`src/core/nsfc_defs.vh`:
```
/*
 Constants of the NAND status and feature controller.
 Assumes inclusion by bare name from files under core/.
*/
`ifndef NSFC_DEFS_VH
`define NSFC_DEFS_VH
// Wishbone register offsets (byte addresses)
`define NSFC_REG_CTRL 8'h00
`define NSFC_REG_ROW 8'h04
`define NSFC_REG_FEAT 8'h08
`define NSFC_REG_PARAM 8'h0c
`define NSFC_REG_STAT 8'h10
`define NSFC_REG_RESULT 8'h14
`define NSFC_REG_DRIVE 8'h18
`define NSFC_REG_ARRAY 8'h1c
// Control operation codes
`define NSFC_OP_STATUS 2'h0
`define NSFC_OP_STATUS_ADDR 2'h1
`define NSFC_OP_SET_FEAT 2'h2
`define NSFC_OP_RESET 2'h3
// Device command codes
`define NSFC_CMD_STATUS 8'h70
`define NSFC_CMD_STATUS_ADDR 8'h78
`define NSFC_CMD_SET_FEAT 8'hef
`define NSFC_CMD_RESET 8'hff
`define NSFC_CMD_READ 8'h00
// Feature addresses and values
`define NSFC_FA_DRIVE 8'h10
`define NSFC_FA_ARRAY 8'h90
`define NSFC_DRIVE_DEFAULT 8'h00
`define NSFC_DRIVE_MAX 8'h03
`define NSFC_ECC_ON 8'h08
`define NSFC_ECC_OFF 8'h00
// Status bit positions
`define NSFC_SB_FAIL 0
`define NSFC_SB_PREV_FAIL 1
`define NSFC_SB_ECC_LO 3
`define NSFC_SB_ECC_HI 4
`define NSFC_SB_ARRAY_IDLE 5
`define NSFC_SB_READY 6
`define NSFC_SB_UNPROT 7
// Strobe timing: each phase in ns and in 25 ns cycles
`define NSFC_T_PHASE_NS 50
`define NSFC_CLK_NS 25
`define NSFC_T_PHASE_CYC ((`NSFC_T_PHASE_NS + `NSFC_CLK_NS - 1) / `NSFC_CLK_NS)
`endif

```
`src/core/nsfc_param_mem.v`:
```
/*
 Small register-output memory holding the four feature parameter bytes.
 Assumes one write or one read per clock, synchronous to clk.
*/
`timescale 1ns/1ps
`default_nettype none
module nsfc_param_mem #(
    parameter DEPTH = 4,
    parameter AW = 2
) (
    // Clock and reset
    input wire clk,
    input wire arst_n,
    // Write port
    input wire we,
    input wire [AW-1:0] waddr,
    input wire [7:0] wdata,
    // Read port
    input wire [AW-1:0] raddr,
    output reg [7:0] rdata_q
);
reg [7:0] mem [0:DEPTH-1];
always @(posedge clk)
begin
    if (we)
    begin
        mem[waddr] <= wdata;
    end
end
always @(posedge clk or negedge arst_n)
begin
    if (!arst_n)
    begin
        rdata_q <= 8'h00;
    end
    else
    begin
        rdata_q <= mem[raddr];
    end
end
endmodule // nsfc_param_mem
`default_nettype wire

```
`src/core/nsfc_ctrl.v`:
```
/*
 Host-side controller issuing status reads and set-feature sequences to a
 NAND device over its asynchronous pins, ordered over classic Wishbone.
 Assumes pins synchronous to clk and a single device on the bus.
*/
`timescale 1ns/1ps
`default_nettype none
`include "nsfc_defs.vh"
////////////////////////////////////////////////////////////////////////////////
// Functional notes
// - Status command 70h, then every read cycle returns status byte.
// - After status during random read, send 00h before reading data; the controller has no op that sends 00h.
// - Addressed status: 78h then three row address cycles.
// - No addressed status during reset or one-time-programmable mode.
// - No reset command inside a set-feature sequence.
module nsfc_ctrl #(
    parameter ROWS = 3,
    parameter NPARAM = 4
) (
    // Clock and reset
    input wire clk,
    input wire arst_n,
    // Wishbone slave
    input wire wb_cyc_i,
    input wire wb_stb_i,
    input wire wb_we_i,
    input wire [7:0] wb_adr_i,
    input wire [3:0] wb_sel_i,
    input wire [31:0] wb_dat_i,
    output reg [31:0] wb_dat_o,
    output reg wb_ack_o,
    // NAND pins
    output reg chip_select_n,
    output reg cmd_latch,
    output reg addr_latch,
    output reg write_strobe_n,
    output reg read_strobe_n,
    output reg [7:0] io_out,
    output reg io_oe,
    input wire [7:0] io_in,
    input wire ready_busy_n
);
localparam S_IDLE = 3'h0;
localparam S_CMD = 3'h1;
localparam S_ADDR = 3'h2;
localparam S_DATA = 3'h3;
localparam S_READ = 3'h4;
localparam S_WAIT = 3'h5;
localparam S_DONE = 3'h6;
localparam [31:0] PHASE_W = `NSFC_T_PHASE_CYC;
localparam [7:0] PHASE = PHASE_W[7:0];
reg [2:0] state_q;
reg [7:0] tmr_q;
reg [1:0] op_q;
reg [2:0] idx_q;
reg low_q;
reg busy_q;
reg start_q;
reg [1:0] start_op_q;
reg [23:0] row_q;
reg [7:0] fa_q;
reg [7:0] status_value_q;
reg [7:0] drive_q;
reg [7:0] array_q;
reg [2:0] result_q;
reg poll_q;
wire [7:0] pm_rdata;
wire pm_we;
wire req;
wire [7:0] cmd_code;
assign req = wb_cyc_i && wb_stb_i && !wb_ack_o;
assign pm_we = req && wb_we_i && wb_adr_i == `NSFC_REG_PARAM && wb_sel_i[0];
////////////////////////////////////////////////////////////////////////////////
// Helpers
function [7:0] op_cmd;
    input [1:0] op;
    begin
        if (op == `NSFC_OP_STATUS)
            op_cmd = `NSFC_CMD_STATUS;
        else if (op == `NSFC_OP_STATUS_ADDR)
            op_cmd = `NSFC_CMD_STATUS_ADDR;
        else if (op == `NSFC_OP_SET_FEAT)
            op_cmd = `NSFC_CMD_SET_FEAT;
        else
            op_cmd = `NSFC_CMD_RESET;
    end
endfunction
// Decode ECC class from bits 4,3,0
function [2:0] ecc_class;
    input [7:0] s;
    begin
        case ({s[`NSFC_SB_ECC_HI], s[`NSFC_SB_ECC_LO], s[`NSFC_SB_FAIL]})
            3'b001: ecc_class = 3'h4;
            3'b000: ecc_class = 3'h0;
            3'b010: ecc_class = 3'h1;
            3'b100: ecc_class = 3'h2;
            3'b110: ecc_class = 3'h3;
            default: ecc_class = 3'h7;
        endcase
    end
endfunction
// Feature write accepted only for known address and legal bytes
function feat_ok;
    input [7:0] fa;
    input [7:0] p1;
    begin
        if (fa == `NSFC_FA_DRIVE)
            feat_ok = p1 <= `NSFC_DRIVE_MAX;
        else if (fa == `NSFC_FA_ARRAY)
            feat_ok = p1 == `NSFC_ECC_ON || p1 == `NSFC_ECC_OFF;
        else
            feat_ok = 1'b0;
    end
endfunction
assign cmd_code = op_cmd(op_q);
nsfc_param_mem #(
    .DEPTH(NPARAM),
    .AW(2)
) u_param (
    .clk(clk),
    .arst_n(arst_n),
    .we(pm_we),
    .waddr(wb_dat_i[9:8]),
    .wdata(wb_dat_i[7:0]),
    .raddr(idx_q[1:0]),
    .rdata_q(pm_rdata)
);
reg [7:0] res_nz_q;
reg [7:0] p1_q;
////////////////////////////////////////////////////////////////////////////////
// Wishbone slave, one wait state
always @(posedge clk or negedge arst_n)
begin
    if (!arst_n)
    begin
        wb_ack_o <= 1'b0;
        wb_dat_o <= 32'h0;
        start_q <= 1'b0;
        start_op_q <= 2'h0;
        row_q <= 24'h0;
        fa_q <= 8'h0;
        poll_q <= 1'b0;
    end
    else
    begin
        wb_ack_o <= req;
        start_q <= 1'b0;
        wb_dat_o <= 32'h0;
        if (req && wb_we_i)
        begin
            if (wb_adr_i == `NSFC_REG_CTRL)
            begin
                // start ignored while a sequence runs
                if (wb_sel_i[0] && !busy_q)
                begin
                    start_q <= 1'b1;
                    start_op_q <= wb_dat_i[1:0];
                    poll_q <= wb_dat_i[2];
                end
            end
            else if (wb_adr_i == `NSFC_REG_ROW)
            begin
                if (wb_sel_i[0]) row_q[7:0] <= wb_dat_i[7:0];
                if (wb_sel_i[1]) row_q[15:8] <= wb_dat_i[15:8];
                if (wb_sel_i[2]) row_q[23:16] <= wb_dat_i[23:16];
            end
            else if (wb_adr_i == `NSFC_REG_FEAT)
            begin
                if (wb_sel_i[0]) fa_q <= wb_dat_i[7:0];
            end
        end
        else if (req)
        begin
            if (wb_adr_i == `NSFC_REG_CTRL)
                wb_dat_o <= {29'h0, poll_q, op_q};
            else if (wb_adr_i == `NSFC_REG_ROW)
                wb_dat_o <= {8'h0, row_q};
            else if (wb_adr_i == `NSFC_REG_FEAT)
                wb_dat_o <= {24'h0, fa_q};
            else if (wb_adr_i == `NSFC_REG_STAT)
                wb_dat_o <= {23'h0, ready_busy_n, busy_q, 7'h0};
            else if (wb_adr_i == `NSFC_REG_RESULT)
                wb_dat_o <= {21'h0, result_q, status_value_q};
            else if (wb_adr_i == `NSFC_REG_DRIVE)
                wb_dat_o <= {24'h0, drive_q};
            else if (wb_adr_i == `NSFC_REG_ARRAY)
                wb_dat_o <= {24'h0, array_q};
            else
                wb_dat_o <= 32'h0;
        end
    end
end
////////////////////////////////////////////////////////////////////////////////
// NAND sequencer
always @(posedge clk or negedge arst_n)
begin
    if (!arst_n)
    begin
        state_q <= S_IDLE;
        tmr_q <= 8'h0;
        op_q <= 2'h0;
        idx_q <= 3'h0;
        low_q <= 1'b0;
        busy_q <= 1'b0;
        chip_select_n <= 1'b1;
        cmd_latch <= 1'b0;
        addr_latch <= 1'b0;
        write_strobe_n <= 1'b1;
        read_strobe_n <= 1'b1;
        io_out <= 8'h0;
        io_oe <= 1'b0;
        status_value_q <= 8'h0;
        result_q <= 3'h0;
        drive_q <= `NSFC_DRIVE_DEFAULT;
        array_q <= `NSFC_ECC_ON;
        res_nz_q <= 8'h0;
        p1_q <= 8'h0;
    end
    else
    begin
        if (tmr_q != 8'h0)
            tmr_q <= tmr_q - 8'h01;
        case (state_q)
            S_IDLE:
            begin
                chip_select_n <= 1'b1;
                io_oe <= 1'b0;
                if (start_q)
                begin
                    op_q <= start_op_q;
                    busy_q <= 1'b1;
                    idx_q <= 3'h0;
                    low_q <= 1'b0;
                    res_nz_q <= 8'h0;
                    chip_select_n <= 1'b0;
                    tmr_q <= PHASE;
                    state_q <= S_CMD;
                end
            end
            S_CMD:
            begin
                if (tmr_q == 8'h0)
                begin
                    if (!low_q)
                    begin
                        cmd_latch <= 1'b1;
                        io_out <= cmd_code;
                        io_oe <= 1'b1;
                        write_strobe_n <= 1'b0;
                        low_q <= 1'b1;
                    end
                    else
                    begin
                        // Latch held past the rising strobe
                        write_strobe_n <= 1'b1;
                        low_q <= 1'b0;
                        if (op_q == `NSFC_OP_STATUS_ADDR ||
                            op_q == `NSFC_OP_SET_FEAT)
                            state_q <= S_ADDR;
                        else if (op_q == `NSFC_OP_STATUS)
                            state_q <= S_READ;
                        else
                            state_q <= S_WAIT;
                    end
                    tmr_q <= PHASE;
                end
            end
            S_ADDR:
            begin
                if (tmr_q == 8'h0)
                begin
                    if (!low_q)
                    begin
                        addr_latch <= 1'b1;
                        cmd_latch <= 1'b0;
                        write_strobe_n <= 1'b0;
                        low_q <= 1'b1;
                        if (op_q == `NSFC_OP_SET_FEAT)
                            io_out <= fa_q;
                        else if (idx_q == 3'h0)
                            io_out <= row_q[7:0];
                        else if (idx_q == 3'h1)
                            io_out <= row_q[15:8];
                        else
                            io_out <= row_q[23:16];
                    end
                    else
                    begin
                        write_strobe_n <= 1'b1;
                        low_q <= 1'b0;
                        idx_q <= idx_q + 3'h1;
                        if (op_q == `NSFC_OP_SET_FEAT)
                        begin
                            idx_q <= 3'h0;
                            state_q <= S_DATA;
                        end
                        else if (idx_q == ROWS - 1)
                            state_q <= S_READ;
                    end
                    tmr_q <= PHASE;
                end
            end
            S_DATA:
            begin
                // Parameter byte read from memory one phase ahead
                if (tmr_q == 8'h0)
                begin
                    if (!low_q)
                    begin
                        io_out <= pm_rdata;
                        addr_latch <= 1'b0;
                        if (idx_q == 3'h0)
                            p1_q <= pm_rdata;
                        else
                            res_nz_q <= res_nz_q | pm_rdata;
                        write_strobe_n <= 1'b0;
                        low_q <= 1'b1;
                    end
                    else
                    begin
                        write_strobe_n <= 1'b1;
                        low_q <= 1'b0;
                        idx_q <= idx_q + 3'h1;
                        if (idx_q == NPARAM - 1)
                            state_q <= S_WAIT;
                    end
                    tmr_q <= PHASE;
                end
            end
            S_READ:
            begin
                io_oe <= 1'b0;
                cmd_latch <= 1'b0;
                addr_latch <= 1'b0;
                if (tmr_q == 8'h0)
                begin
                    if (!low_q)
                    begin
                        read_strobe_n <= 1'b0;
                        low_q <= 1'b1;
                        tmr_q <= PHASE;
                    end
                    else
                    begin
                        // level sampled again while strobe stays low
                        status_value_q <= io_in;
                        result_q <= ecc_class(io_in);
                        if (!poll_q || io_in[`NSFC_SB_READY])
                        begin
                            read_strobe_n <= 1'b1;
                            low_q <= 1'b0;
                            state_q <= S_DONE;
                        end
                    end
                end
            end
            S_WAIT:
            begin
                io_oe <= 1'b0;
                cmd_latch <= 1'b0;
                if (tmr_q == 8'h0 && ready_busy_n)
                begin
                    if (op_q == `NSFC_OP_SET_FEAT && res_nz_q == 8'h0 &&
                        feat_ok(fa_q, p1_q))
                    begin
                        if (fa_q == `NSFC_FA_DRIVE)
                            drive_q <= p1_q;
                        else
                            array_q <= p1_q;
                    end
                    state_q <= S_DONE;
                end
            end
            S_DONE:
            begin
                // no read command (00h) is issued; chip select released, busy cleared
                chip_select_n <= 1'b1;
                busy_q <= 1'b0;
                state_q <= S_IDLE;
            end
            default:
            begin
                state_q <= S_IDLE;
            end
        endcase
    end
end
endmodule // nsfc_ctrl
`default_nettype wire

```
`config.mk`:
```
export PLATFORM = sky130hd
export DESIGN_NAME = nsfc_ctrl
export DESIGN_NICKNAME = d
export VERILOG_FILES = /design/src/core/nsfc_param_mem.v /design/src/core/nsfc_ctrl.v
export VERILOG_INCLUDE_DIRS = /design/src /design/src/core
export SDC_FILE = /design/constraint.sdc
export NUM_CORES = 1
export LEC_CHECK = 0
export BUFFER_PORTS_ARGS = -buffer_cell sky130_fd_sc_hd__buf_2
export CORE_ASPECT_RATIO = 0.5
export CORE_UTILIZATION = 50
export CTS_CLUSTER_SIZE = 14
export DETAILED_ROUTE_END_ITERATION = 8
export HOLD_SLACK_MARGIN = 0.12
export PLACE_DENSITY = 0.81
export SKIP_CTS_REPAIR_TIMING = 1
export SLEW_MARGIN = 20
export SYNTH_ARGS = -nofsm -noshare
export SYNTH_HDL_FRONTEND = slang
export SYNTH_SLANG_ARGS = --single-unit
export TNS_END_PERCENT = 1
```
`constraint.sdc`:
```
create_clock -name clk -period 2.4 [get_ports clk]
set_input_delay 0.24 -clock clk [delete_from_list [all_inputs] [get_ports clk]]
set_output_delay 0.24 -clock clk [all_outputs]
set_load 0.02 [all_outputs]
```
### Yosys cells after proc, flatten, opt, wreduce, memory -nomap -nowiden

Memories as Yosys holds them, arrays and structs flattened. A register that Yosys moved wholly into a read port is not among the register bits.
Index checks and enable logic that the tools add are counted.
Widths: inputs -> output; s select.

| operators by class | value |
|---|---|
| $add $sub $neg | 2 |
| order comparisons | 1 |
| equal/unequal tests | 44 |
| multiplexer cells | 88 |
| bitwise operators | 5 |
| reductions and logical operators | 57 |

Operators by type and width:

| cell | count |
|---|---|
| $mux 8 | 22 |
| $mux 24 | 4 |
| $mux 3 | 21 |
| $pmux 8 s3 | 2 |
| $eq 8x5->1 const B | 5 |
| $mux 11 | 3 |
| $logic_not 8->1 | 4 |
| $ne 2x2->1 const B | 16 |
| $reduce_and 4->1 | 7 |
| $mux 1 | 25 |
| $eq 8x4->1 const B | 3 |
| $reduce_and 5->1 | 4 |
| $pmux 3 s6 | 1 |
| $pmux 8 s2 | 1 |
| $eq 3x2->1 const B | 5 |
| $eq 3x3->1 const B | 5 |
| $pmux 3 s5 | 1 |
| $reduce_bool 3->1 | 5 |
| $reduce_and 13->1 | 1 |
| $reduce_and 3->1 | 4 |
| $eq 3x1->1 const B | 3 |
| $logic_and 1x1->1 | 9 |
| $logic_not 3->1 | 3 |
| $pmux 1 s3 | 3 |
| 24 further kinds | 40 |

| storage, ports and cells | value |
|---|---|
| register bits | 144 |
| memory bits (writable) | 32 |
| bits of input ports | 58 |
| output and inout port bits | 47 |
| logic and storage cells | 226 |
| memories kept | 1 |

Memory list:

| memory | depth | bits a word | rd ports | clocked after Yosys merged registers in | write ports | RTL line | source |
|---|---|---|---|---|---|---|---|
| u_param.mem | 4 | 8 | 1 | 1 | 1 | nsfc_param_mem.v:22 | `reg [7:0] mem [0:DEPTH-1];` |

### Longest topological paths before layout

Gate-level depths: netlist of the first run.

| depth | value |
|---|---|
| word-level depth | 10 |
| mapped depth | 9 |
| depth with buffers taken out | 8 |

### Cells and area by module

A second synthesis of the first run with hierarchy kept.

| second synthesis, totals | value |
|---|---|
| cells, all modules | 653 |
| area total of the unflattened synthesis | 7905.1 µm² |

By module, submodules not included:

| module | times used | cells each | area each (µm²) | sequential area each (µm²) |
|---|---|---|---|---|
| nsfc_ctrl | 1 | 599 | 6516.2 | 3408.3 |
| nsfc_param_mem | 1 | 54 | 1388.8 | 1161.1 |

### Worst setup path before layout of the first run

Ideal clock, no wire load.

| timing path | value |
|---|---|
| kind | register to register |
| start point | register tmr_q[0] |
| end point | register array_q[3] |
| setup time | 0.082 ns |
| arrival time | 2.302 ns |
| required time | 2.318 ns |
| path slack | 0.016 ns |
| cell stages (with the launch flop) | 9 |
| path buffers | 1 |
| clock period less this slack | 2.384 ns |
| cell sequence | dfrtp_1 -> inv_1 -> ha_1 -> or4b_4 -> nor2_4 -> nand3_2 -> or4b_1 -> buf_2 -> mux2_4 |

| between the ends | value |
|---|---|
| cells in the longest elaborated chain, start to end | 3 |

RTL lines:

| what | RTL line | source |
|---|---|---|
| start: declaration | nsfc_ctrl.v:53 | `reg [7:0] tmr_q;` |
| start signal: assignment | nsfc_ctrl.v:222 | `tmr_q <= tmr_q - 8'h01;` |
| $logic_not 8->1 | nsfc_ctrl.v:361 | `if (tmr_q == 8'h0 && ready_busy_n)` |
| $logic_and 1x1->1 | nsfc_ctrl.v:361 |  |
| $reduce_and 4->1 (no line) | n/a |  |
| end signal: assignment | nsfc_ctrl.v:215 | `` array_q <= `NSFC_ECC_ON; `` |
| end signal: assignment | nsfc_ctrl.v:369 | `array_q <= p1_q;` |
| end: declaration | nsfc_ctrl.v:64 | `reg [7:0] array_q;` |

No other way between the ends.
A chain may end at the register's enable or synchronous reset.

### Worst setup path after layout of the first run

Same ends and word-level chain as after synthesis.

==> results of run 1 <==
==> layer usage <==
layer  wire length, um  track usage, %  up-vias
li1                  -               -     2690
met1              9180            36.8     3017
met2              9200            39.0      272
met3              1460            4.89       40
met4               374            7.40        0
met5                 0               0        -
==> through the flow <==
stage,setup slack [ns],setup TNS (ns)
after floorplan,0.0158,0
after global placement,0.0206,0
after detailed placement,-0.0428,-0.122
after CTS,-0.0695,-0.194
after global routing,-0.0404,-0.144
final,0.0665,0
==> where the power goes <==
group / internal [W] / total [W] / switching [W]
Combinational: 0.000775 / 0.00184 / 0.00107
Clock: 0.00138 / 0.00268 / 0.00130
Sequential: 0.00331 / 0.00353 / 0.000219
==> worst max path at each step <==
stage               slack (ns)  cells after the start          to
floorplan                 0.02                      8  array_q[3]
global placement          0.02                      7  array_q[3]
detailed placement       -0.04                      8  state_q[1]
CTS                      -0.07                      8  state_q[0]
global route             -0.04                      7  array_q[3]
finish                    0.07                      7  array_q[3]
==> logic make-up after synthesis <==
| kind of cell | after synthesis | share of synthesized area (%) |
|---|---|---|
| AND/OR/NAND/NOR | 200 | 13.5 |
| multiplexers | 75 | 11.8 |
| other | 1 | 0.0474 |
| XOR/XNOR | 3 | 0.332 |
| flip-flops | 176 | 57.7 |
| AO/OA/AOI/OAI | 142 | 11.5 |
| buffers and inverters | 58 | 3.18 |
| adder cells (fa/ha/maj) | 12 | 1.90 |
==> state kept, by name (all words and copies together), names as in the netlist, 2 cells and up <==
name             cells
start_op_q           2
idx_q                3
array_q              8
drive_q              8
fa_q                 8
u_param.mem         32
result_q             3
state_q              3
res_nz_q             8
op_q                 2
status_value_q       8
tmr_q                8
row_q               24
p1_q                 8
wb_dat_o            24
io_out               8
u_param.rdata_q      8
==> cell usage in the layout (no fill, tap or decap), drive strengths merged, types with 3 or more instances in the layout <==
cell type / count
clkinvlp: 4
o21a: 5
mux4: 8
o22a: 5
a22oi: 6
o21ai: 44
mux2: 63
a211oi: 8
buf: 126
a22o: 8
a21oi: 32
or3: 6
nor2b: 23
o221ai: 11
a221oi: 5
nand2: 39
dfrtp: 140
ha: 12
clkbuf: 17
xnor2: 3
nor3b: 5
and2: 24
mux2i: 4
inv: 22
dlygate4sd3: 29
o211ai: 4
o31ai: 3
edfxtp: 32
clkinv: 5
nand2b: 6
nor4: 7
o22ai: 4
nand3: 9
nor2: 44
conb: 8
nand4: 5
dfstp: 4
nor3: 20
==> critical path: stages, from the launching register on <==
cell	delay [ns]
dfrtp_1	0.38
inv_1	0.08
ha_1	0.17
or4b_4	0.49
nor2_4	0.17
nand3_2	0.10
or4b_4	0.56
mux2_4	0.32
==> area by class of cell <==
class,instances,area (sq um),area share (%)
clock inverter,15,149,1.54
sequential,176,4570,47.3
tap,204,255,2.64
clock buffer,17,425,4.41
multi-input combinational,440,3140,32.5
timing repair buffer,155,1050,10.9
inverter,16,60.1,0.622
==> flow_metrics.py, run 1 <==
metrics = {
    "run_status": {
        "status": "complete, but fails checks",
        "violations": "design-rule violations",
    },
    "die": {
        "io_pins": 105,
        "die-area_sq_mm": 0.0164,
        "die_w_um": 180,
        "die_y_um": 91.0,
        "core.rowCount": 32,
        "core-area_sq_mm": 0.0154,
        "start_util_pct": 51.3,
    },
    "detailed_routing": {
        "wire_per_inst_um": 19.8,
        "dr.pass1.iters": 7,
        "via_per_inst": 5.88,
        "num_vias": 6019,
        "drcViolationCount": 10,
        "drt.antenna.violating_nets": 0,
        "drt_first_iter_violations": 645,
        "drt_wl_total_um": 20200,
    },
    "synth": {
        "syn_avg_cell_area_sq_um": 11.9,
        "synth_top_area_share_pct": 44.3,
        "synthTopCellsByArea": "dfrtp_1 (44%), edfxtp_1 (12%), mux2_2 (8.8%)",
        "synthArstFlopShare_pct": 81.8,
        "ys_ff_latch": 176,
        "synth-edff-count": 32,
        "syn-cell-area_sq_mm": 0.00791,
        "ys_types": 56,
        "yosysSeqAreaShare_pct": 57.7,
        "ys_top_cells_by_count": "dfrtp_1 (140), mux2_2 (62), o21ai_0 (44)",
        "synthCells": 667,
        "synth.most_common_cell": "dfrtp_1",
        "synth_ff_type": "dfrtp_1",
        "yosys_warnings": 0,
        "synth_top_cell_by_area": "dfrtp_1",
    },
    "placement": {
        "hpwl_um": 14000,
        "place_area_sq_mm": 0.00876,
        "dp_cells": 962,
        "gp_congestion": 0.944,
        "io_buffers": 87,
    },
    "pwr": {
        "power.total_w": 0.00805,
        "power_density_mw_per_mm2": 834,
        "peakVddDrop_uv": 551,
        "leakagePower_nw": 4.38,
    },
    "worst_setup_path": {
        "crit_required_ns": 2.76,
        "r2r-end": "array_q[3]",
        "critPathArrivalTime_ns": 2.69,
        "r2r_start": "tmr_q[0]",
        "crit_path_start_kind": "flip-flop",
        "rrSetupSlack_ns": 0.07,
        "path_class": "reg2reg",
        "critPathLaunch": "tmr_q[0]",
        "cp-end-kind": "flip-flop",
        "ff2ff_path_depth": 7,
        "critPathMaxFanout": 8,
    },
    "finish": {
        "nets": 876,
        "num-fill-cells": 1126,
        "fin_cells": 1023,
        "layout-drive-gt1-share_pct": 29.9,
        "final_area_sq_mm": 0.00965,
        "antenna_cells": 0,
        "final_util_pct": 62.6,
        "syn_to_final_growth_pct": 22.0,
    },
    "clock_tree": {
        "clock-sinks": 176,
        "htreeDepth": 4,
        "numCtsBuffers": 17,
        "clk_latency_ns": 0.43,
        "cts_root_buf": "clkbuf_16",
        "clk_pin_slew_ns": 0.08,
        "cts_buffer_depth": 2,
        "cts_tree": "built",
    },
    "timing": {
        "setup_violations": 0,
        "min_period_ns": 2.33,
        "fin_crit_sh_pct": 97.2,
        "max_freq_mhz": 429,
        "slew_headroom_pct": 52.8,
        "hold_viol": 0,
        "rsz0062_at_grt": "yes",
        "tightest_slew_ns": 0.705,
        "holdWs_ns": 0.136,
        "skew_ns": 0.0116,
        "drv_slew": 0,
    },
    "global_routing": {
        "grt_pass1_wl_um": 31600,
        "grt-ovfl-total": 0,
        "grt_usage_pct": 25.4,
        "grt_pass1_vias": 5730,
        "grt_max_degree": 62,
        "antenna_found_initial": 0,
    },
    "hold_path": {
        "holdPathStages": 2,
        "hold_class": "in2reg",
        "hold_end": "row_q[9]",
        "min_from": "wb_dat_i[9]",
    },
    "job": {
        "maxCapViolCount": 0,
    },
}
Power figures use the tool's default switching activity.
==> run 2, diff against run 1 <==
Settings changed: PLACE_DENSITY 0.81 to 0.79, SYNTH_HIERARCHICAL set to 1.
Clock period 2.4 ns to 2.3 ns, I/O delays scaled along.
==> flow_metrics.py, run 2 <==
metrics = {
    "run_status": {
        "status": "complete, but fails checks",
        "violations": "design-rule violations",
    },
    "synth": {
        "ys_types": 59,
        "synth_ff_type": "dfrtp_1",
        "synth.most_common_cell": "dfrtp_1",
        "ys_top_cells_by_count": "dfrtp_1 (140), mux2_2 (66), nor2_1 (53)",
        "yosys_warnings": 6,
        "syn_avg_cell_area_sq_um": 12.1,
        "yosysSeqAreaShare_pct": 57.8,
        "syn-cell-area_sq_mm": 0.00791,
        "synthTopCellsByArea": "dfrtp_1 (44%), edfxtp_1 (12%), mux2_2 (9.4%)",
        "synthCells": 653,
        "synth-edff-count": 32,
        "synth_top_cell_by_area": "dfrtp_1",
        "synth_top_area_share_pct": 44.3,
        "synthArstFlopShare_pct": 81.8,
        "ys_ff_latch": 176,
    },
    "detailed_routing": {
        "num_vias": 5871,
        "drt_wl_total_um": 19700,
        "wire_per_inst_um": 19.2,
        "drt.antenna.violating_nets": 0,
        "via_per_inst": 5.74,
        "drcViolationCount": 2,
        "dr.pass1.iters": 8,
        "drt_first_iter_violations": 663,
    },
    "timing": {
        "hold_viol": 0,
        "rsz0062_at_grt": "no",
        "holdWs_ns": 0.123,
        "min_period_ns": 2.20,
        "tns_ns": 0,
        "max_freq_mhz": 456,
        "setup_violations": 0,
        "tightest_slew_ns": 0.575,
        "skew_ns": 0.0114,
        "fin_crit_sh_pct": 95.4,
        "slew_headroom_pct": 61.3,
        "drv_slew": 0,
    },
    "worst_setup_path": {
        "path_class": "reg2reg",
        "r2r-end": "drive_q[1]",
        "critPathArrivalTime_ns": 2.50,
        "crit_required_ns": 2.61,
        "cp-end-kind": "flip-flop",
        "r2r_start": "res_nz_q[6]",
        "rrSetupSlack_ns": 0.10,
        "ff2ff_path_depth": 5,
        "critPathLaunch": "res_nz_q[6]",
        "crit_path_start_kind": "flip-flop",
        "critPathMaxFanout": 3,
    },
    "clock_tree": {
        "clk_pin_slew_ns": 0.07,
        "numCtsBuffers": 17,
        "cts_root_buf": "clkbuf_16",
        "clock-sinks": 176,
        "clk_latency_ns": 0.42,
        "cts_buffer_depth": 2,
        "cts_tree": "built",
        "htreeDepth": 4,
    },
    "die": {
        "die-area_sq_mm": 0.0163,
        "start_util_pct": 51.3,
        "core-area_sq_mm": 0.0154,
        "io_pins": 105,
        "core.rowCount": 32,
        "die_w_um": 180,
        "die_y_um": 90.9,
    },
    "finish": {
        "biggestRegsByFlops": "u_param/mem (32), row_q (24), wb_dat_o (24)",
        "layout-drive-gt1-share_pct": 32.4,
        "fin_cells": 1022,
        "num-fill-cells": 1102,
        "regArea_sq_mm": 0.00457,
        "multi_input_area_sq_mm": 0.00312,
        "top_register": "u_param/mem",
        "final_common_cell": "dfrtp_1",
        "nets": 875,
        "mostFrequentLayoutCells": "dfrtp_1 (140), buf_2 (86), mux2_2 (66), nor2_1 (52), buf_4 (51)",
        "largest_reg_flops": 32,
        "antenna_cells": 0,
        "syn_to_final_growth_pct": 23.6,
    },
    "pwr": {
        "leakagePower_nw": 4.41,
        "power_density_mw_per_mm2": 888,
        "peakVddDrop_uv": 483,
    },
    "global_routing": {
        "grt_usage_pct": 24.3,
        "grt-ovfl-total": 0,
        "grt_max_degree": 58,
        "antenna_found_initial": 0,
        "grt_pass1_wl_um": 30400,
        "grt_pass1_vias": 5617,
    },
    "placement": {
        "hpwl_um": 13500,
        "io_buffers": 87,
        "dp_cells": 960,
        "gp_congestion": 0.936,
    },
    "hold_path": {
        "hold_class": "in2reg",
        "holdPathStages": 1,
        "min_from": "wb_dat_i[1]",
        "hold_end": "u_param/mem[3][1]",
    },
    "job": {
        "maxCapViolCount": 0,
    },
}
[run 2: cell families (layout without fill, tap and decap cells)]
group / after synthesis / in the layout / share of synthesized area, %
DFF: 176 / 176 / 57.8
AOI/OAI and AO/OA: 131 / 131 / 10.4
muxes: 85 / 85 / 13.2
xor gates and xnor gates: 3 / 3 / 0.332
and+or+nand+nor: 187 / 187 / 12.9
adders and majority gates: 12 / 12 / 1.90
other: 1 / 8 / 0.0474
buffers and inverters: 58 / 216 / 3.48
[run 2: layout make-up]
type	count	area share, %
Tap cell	204	2.61
Clock buffer	18	4.39
Sequential cell	176	46.8
Inverter	15	0.576
Multi-Input combinational cell	426	32.0
Clock inverter	14	2.00
Timing Repair Buffer	169	11.7
[run 2: worst max path at each step]
stage	end	slack [ns]
after floorplan	p1_q[0]	-0.08
after global placement	u_param/mem[0][7]	0.08
after detailed placement	drive_q[0]	0.05
after CTS	drive_q[0]	0.002
after global routing	idx_q[0]	0.01
final	drive_q[1]	0.10
[run 2: power breakdown]
part / total (W) / switching [W] / internal (W)
clock: 0.00302 / 0.00135 / 0.00167
combinational: 0.00190 / 0.00108 / 0.000820
sequential: 0.00376 / 0.000311 / 0.00345
total: 0.00868 / 0.00274 / 0.00594
[run 2: routing by layer]
metal	wire length (um)	GRT usage, %	up-vias
met3	1300	4.72	38
li1	-	-	2656
met4	384	7.11	0
met5	0	0	-
met2	9190	37.7	245
met1	8800	34.9	2932
[run 2: per-stage QoR]
stage | total power, W | worst slack, ns | area, sq um | util, %
finish | 0.00868 | 0.105 | 9770 | 63.4
global placement | 0.00555 | 0.0765 | 8820 | 57.2
detailed placement | 0.00560 | 0.0513 | 8820 | 57.2
floorplan | 0.00494 | -0.0821 | 7940 | -
CTS | 0.00859 | 0.00193 | 9440 | 61.3
global route | 0.00904 | 0.00981 | 9770 | 63.4
[run 2: worst max-delay path, cell delays in order (launching register included)]
cell and delay (ns):
dfrtp_1 0.39, nor4_1 0.55, nand4_1 0.27, nor4_4 0.33
and2b_1 0.20, mux2_2 0.35
==> run 3, diff against run 2 <==
Settings changed: GPL_TIMING_DRIVEN set to 0.
==> flow_metrics.py, run 3 (same netlist as run 2, synthesis figures left out) <==
metrics = {
    "die": {
        "die_w_um": 180,
        "start_util_pct": 51.3,
        "die_y_um": 90.9,
        "die-area_sq_mm": 0.0163,
        "io_pins": 105,
        "core-area_sq_mm": 0.0154,
        "core.rowCount": 32,
    },
    "pwr": {
        "power_frac_comb_pct": 23.6,
        "seqPwrFrac_pct": 42.3,
        "p_int_w": 0.00581,
        "leakagePower_nw": 4.35,
        "pwr-share-clk_pct": 34.1,
        "power_density_mw_per_mm2": 892,
        "p_sw_w": 0.00294,
        "switching_share_pct": 33.6,
        "peakVddDrop_uv": 426,
    },
    "finish": {
        "top_register": "u_param/mem",
        "final_common_cell": "dfrtp_1",
        "final_util_pct": 63.6,
        "nets": 876,
        "syn_to_final_growth_pct": 24.1,
        "mostFrequentLayoutCells": "dfrtp_1 (139), buf_2 (88), mux2_2 (66), nor2_1 (52), a21oi_1 (44)",
        "layout-drive-gt1-share_pct": 30.6,
        "largest_reg_flops": 32,
        "biggestRegsByFlops": "u_param/mem (32), row_q (24), wb_dat_o (24)",
        "antenna_cells": 0,
    },
    "run_status": {
        "status": "complete, but fails checks",
        "violations": "design-rule violations, negative setup slack",
    },
    "worst_setup_path": {
        "r2r_start": "tmr_q[0]",
        "rrSetupSlack_ns": -0.01,
        "crit_path_start_kind": "flip-flop",
        "path_class": "reg2reg",
        "crit_required_ns": 2.62,
        "critPathLaunch": "tmr_q[0]",
        "slowest_delay_ns": 0.44,
        "slowest_stage": "nor4_4",
        "cp-end-kind": "flip-flop",
        "critPathArrivalTime_ns": 2.63,
        "cp_cell_sequence": "inv_2, ha_4, nor3b_4, and2_4, buf_4, a21oi_1, nor4_4, mux2_2",
        "r2r-end": "state_q[2]",
        "ff2ff_path_depth": 8,
        "critPathMaxFanout": 6,
    },
    "timing": {
        "hold_viol": 0,
        "rsz0062_at_grt": "yes",
        "min_period_ns": 2.31,
        "tns_ns": -0.0148,
        "slew_headroom_pct": 51.1,
        "skew_ns": 0.0144,
        "drv_slew": 0,
        "fin_crit_sh_pct": 101,
        "holdWs_ns": 0.128,
        "setup_violations": 1,
        "max_freq_mhz": 432,
        "tightest_slew_ns": 0.726,
        "timing.final.ws_setup_ns": -0.0148,
    },
    "global_routing": {
        "antenna_found_initial": 0,
        "grt_usage_pct": 25.0,
        "grt_max_degree": 101,
        "grt_pass1_vias": 5694,
        "grt-ovfl-total": 0,
        "grt_pass1_wl_um": 30800,
    },
    "detailed_routing": {
        "drt_wl_total_um": 20500,
        "dr.pass1.iters": 9,
        "drcViolationCount": 2,
        "drt.antenna.violating_nets": 0,
        "via_per_inst": 5.88,
        "drt_first_iter_violations": 704,
        "num_vias": 6013,
        "wire_per_inst_um": 20.0,
    },
    "clock_tree": {
        "cts_buffer_depth": 2,
        "numCtsBuffers": 17,
        "htreeDepth": 4,
        "clk_pin_slew_ns": 0.07,
        "clock-sinks": 176,
        "cts_tree": "built",
        "cts_root_buf": "clkbuf_16",
        "clk_latency_ns": 0.44,
    },
    "hold_path": {
        "hold_class": "in2reg",
        "hold_end": "wb_dat_o[8]",
        "holdPathStages": 4,
        "min_from": "wb_adr_i[4]",
    },
    "placement": {
        "io_buffers": 86,
        "gp_congestion": 0.869,
        "pre_cts_slack_ns": -0.572,
        "hpwl_um": 13700,
    },
    "job": {
        "maxCapViolCount": 0,
    },
}
## run 3: metal layers
layer	part of all wire [%]	global-route usage (%)
met1	43	35.3
met2	46	37.8
met3	8.1	5.08
met4	2.7	10.5
met5	0	0
## run 3: per-stage QoR
stage / instances / total power, W / cell area (sq um)
after global placement: 950 / 0.00548 / 8620
after detailed placement: 951 / 0.00553 / 8670
after floorplan: 660 / 0.00494 / 7940
after CTS: 983 / 0.00850 / 9290
after global routing: 1023 / 0.00910 / 9810
final: 1023 / 0.00875 / 9810
## run 3: worst max-delay path by stage
stage / endpoint / slack [ns]
after floorplan: p1_q[0] / -0.08
after global placement: row_q[13] / -0.97
after detailed placement: p1_q[4] / -0.57
after CTS: p1_q[4] / -0.61
after global routing: state_q[2] / -0.09
final: state_q[2] / -0.01
## run 3: final cells by class
| type | count | area, sq um |
|---|---|---|
| fill | 1091 | 5610 |
| sequential | 176 | 4570 |
| multi-input combinational | 426 | 3210 |
| timing repair buffer | 128 | 865 |
| clock buffer | 17 | 425 |
| tap | 204 | 255 |
| buffer | 42 | 226 |
| clock inverter | 15 | 196 |
| inverter | 15 | 56.3 |
## run 3: critical path: cells and delay by family, from the launching register on
kind,cells,cell delay (ns)
AND/OR/NAND/NOR,3,0.92
flip-flops,1,0.40
multiplexers,1,0.38
buffers and inverters,2,0.22
adder cells (fa/ha/maj),1,0.17
AO/OA/AOI/OAI,1,0.11
## run 3: power by group through the flow
| stage | registers (W) | logic [W] | clock network [W] |
|---|---|---|---|
| after floorplan | 0.00380 | 0.00114 | 0 |
| final | 0.00370 | 0.00206 | 0.00299 |
| after CTS | 0.00368 | 0.00182 | 0.00300 |
| after detailed placement | 0.00374 | 0.00180 | 0 |
| after global routing | 0.00373 | 0.00223 | 0.00314 |
| after global placement | 0.00373 | 0.00175 | 0 |
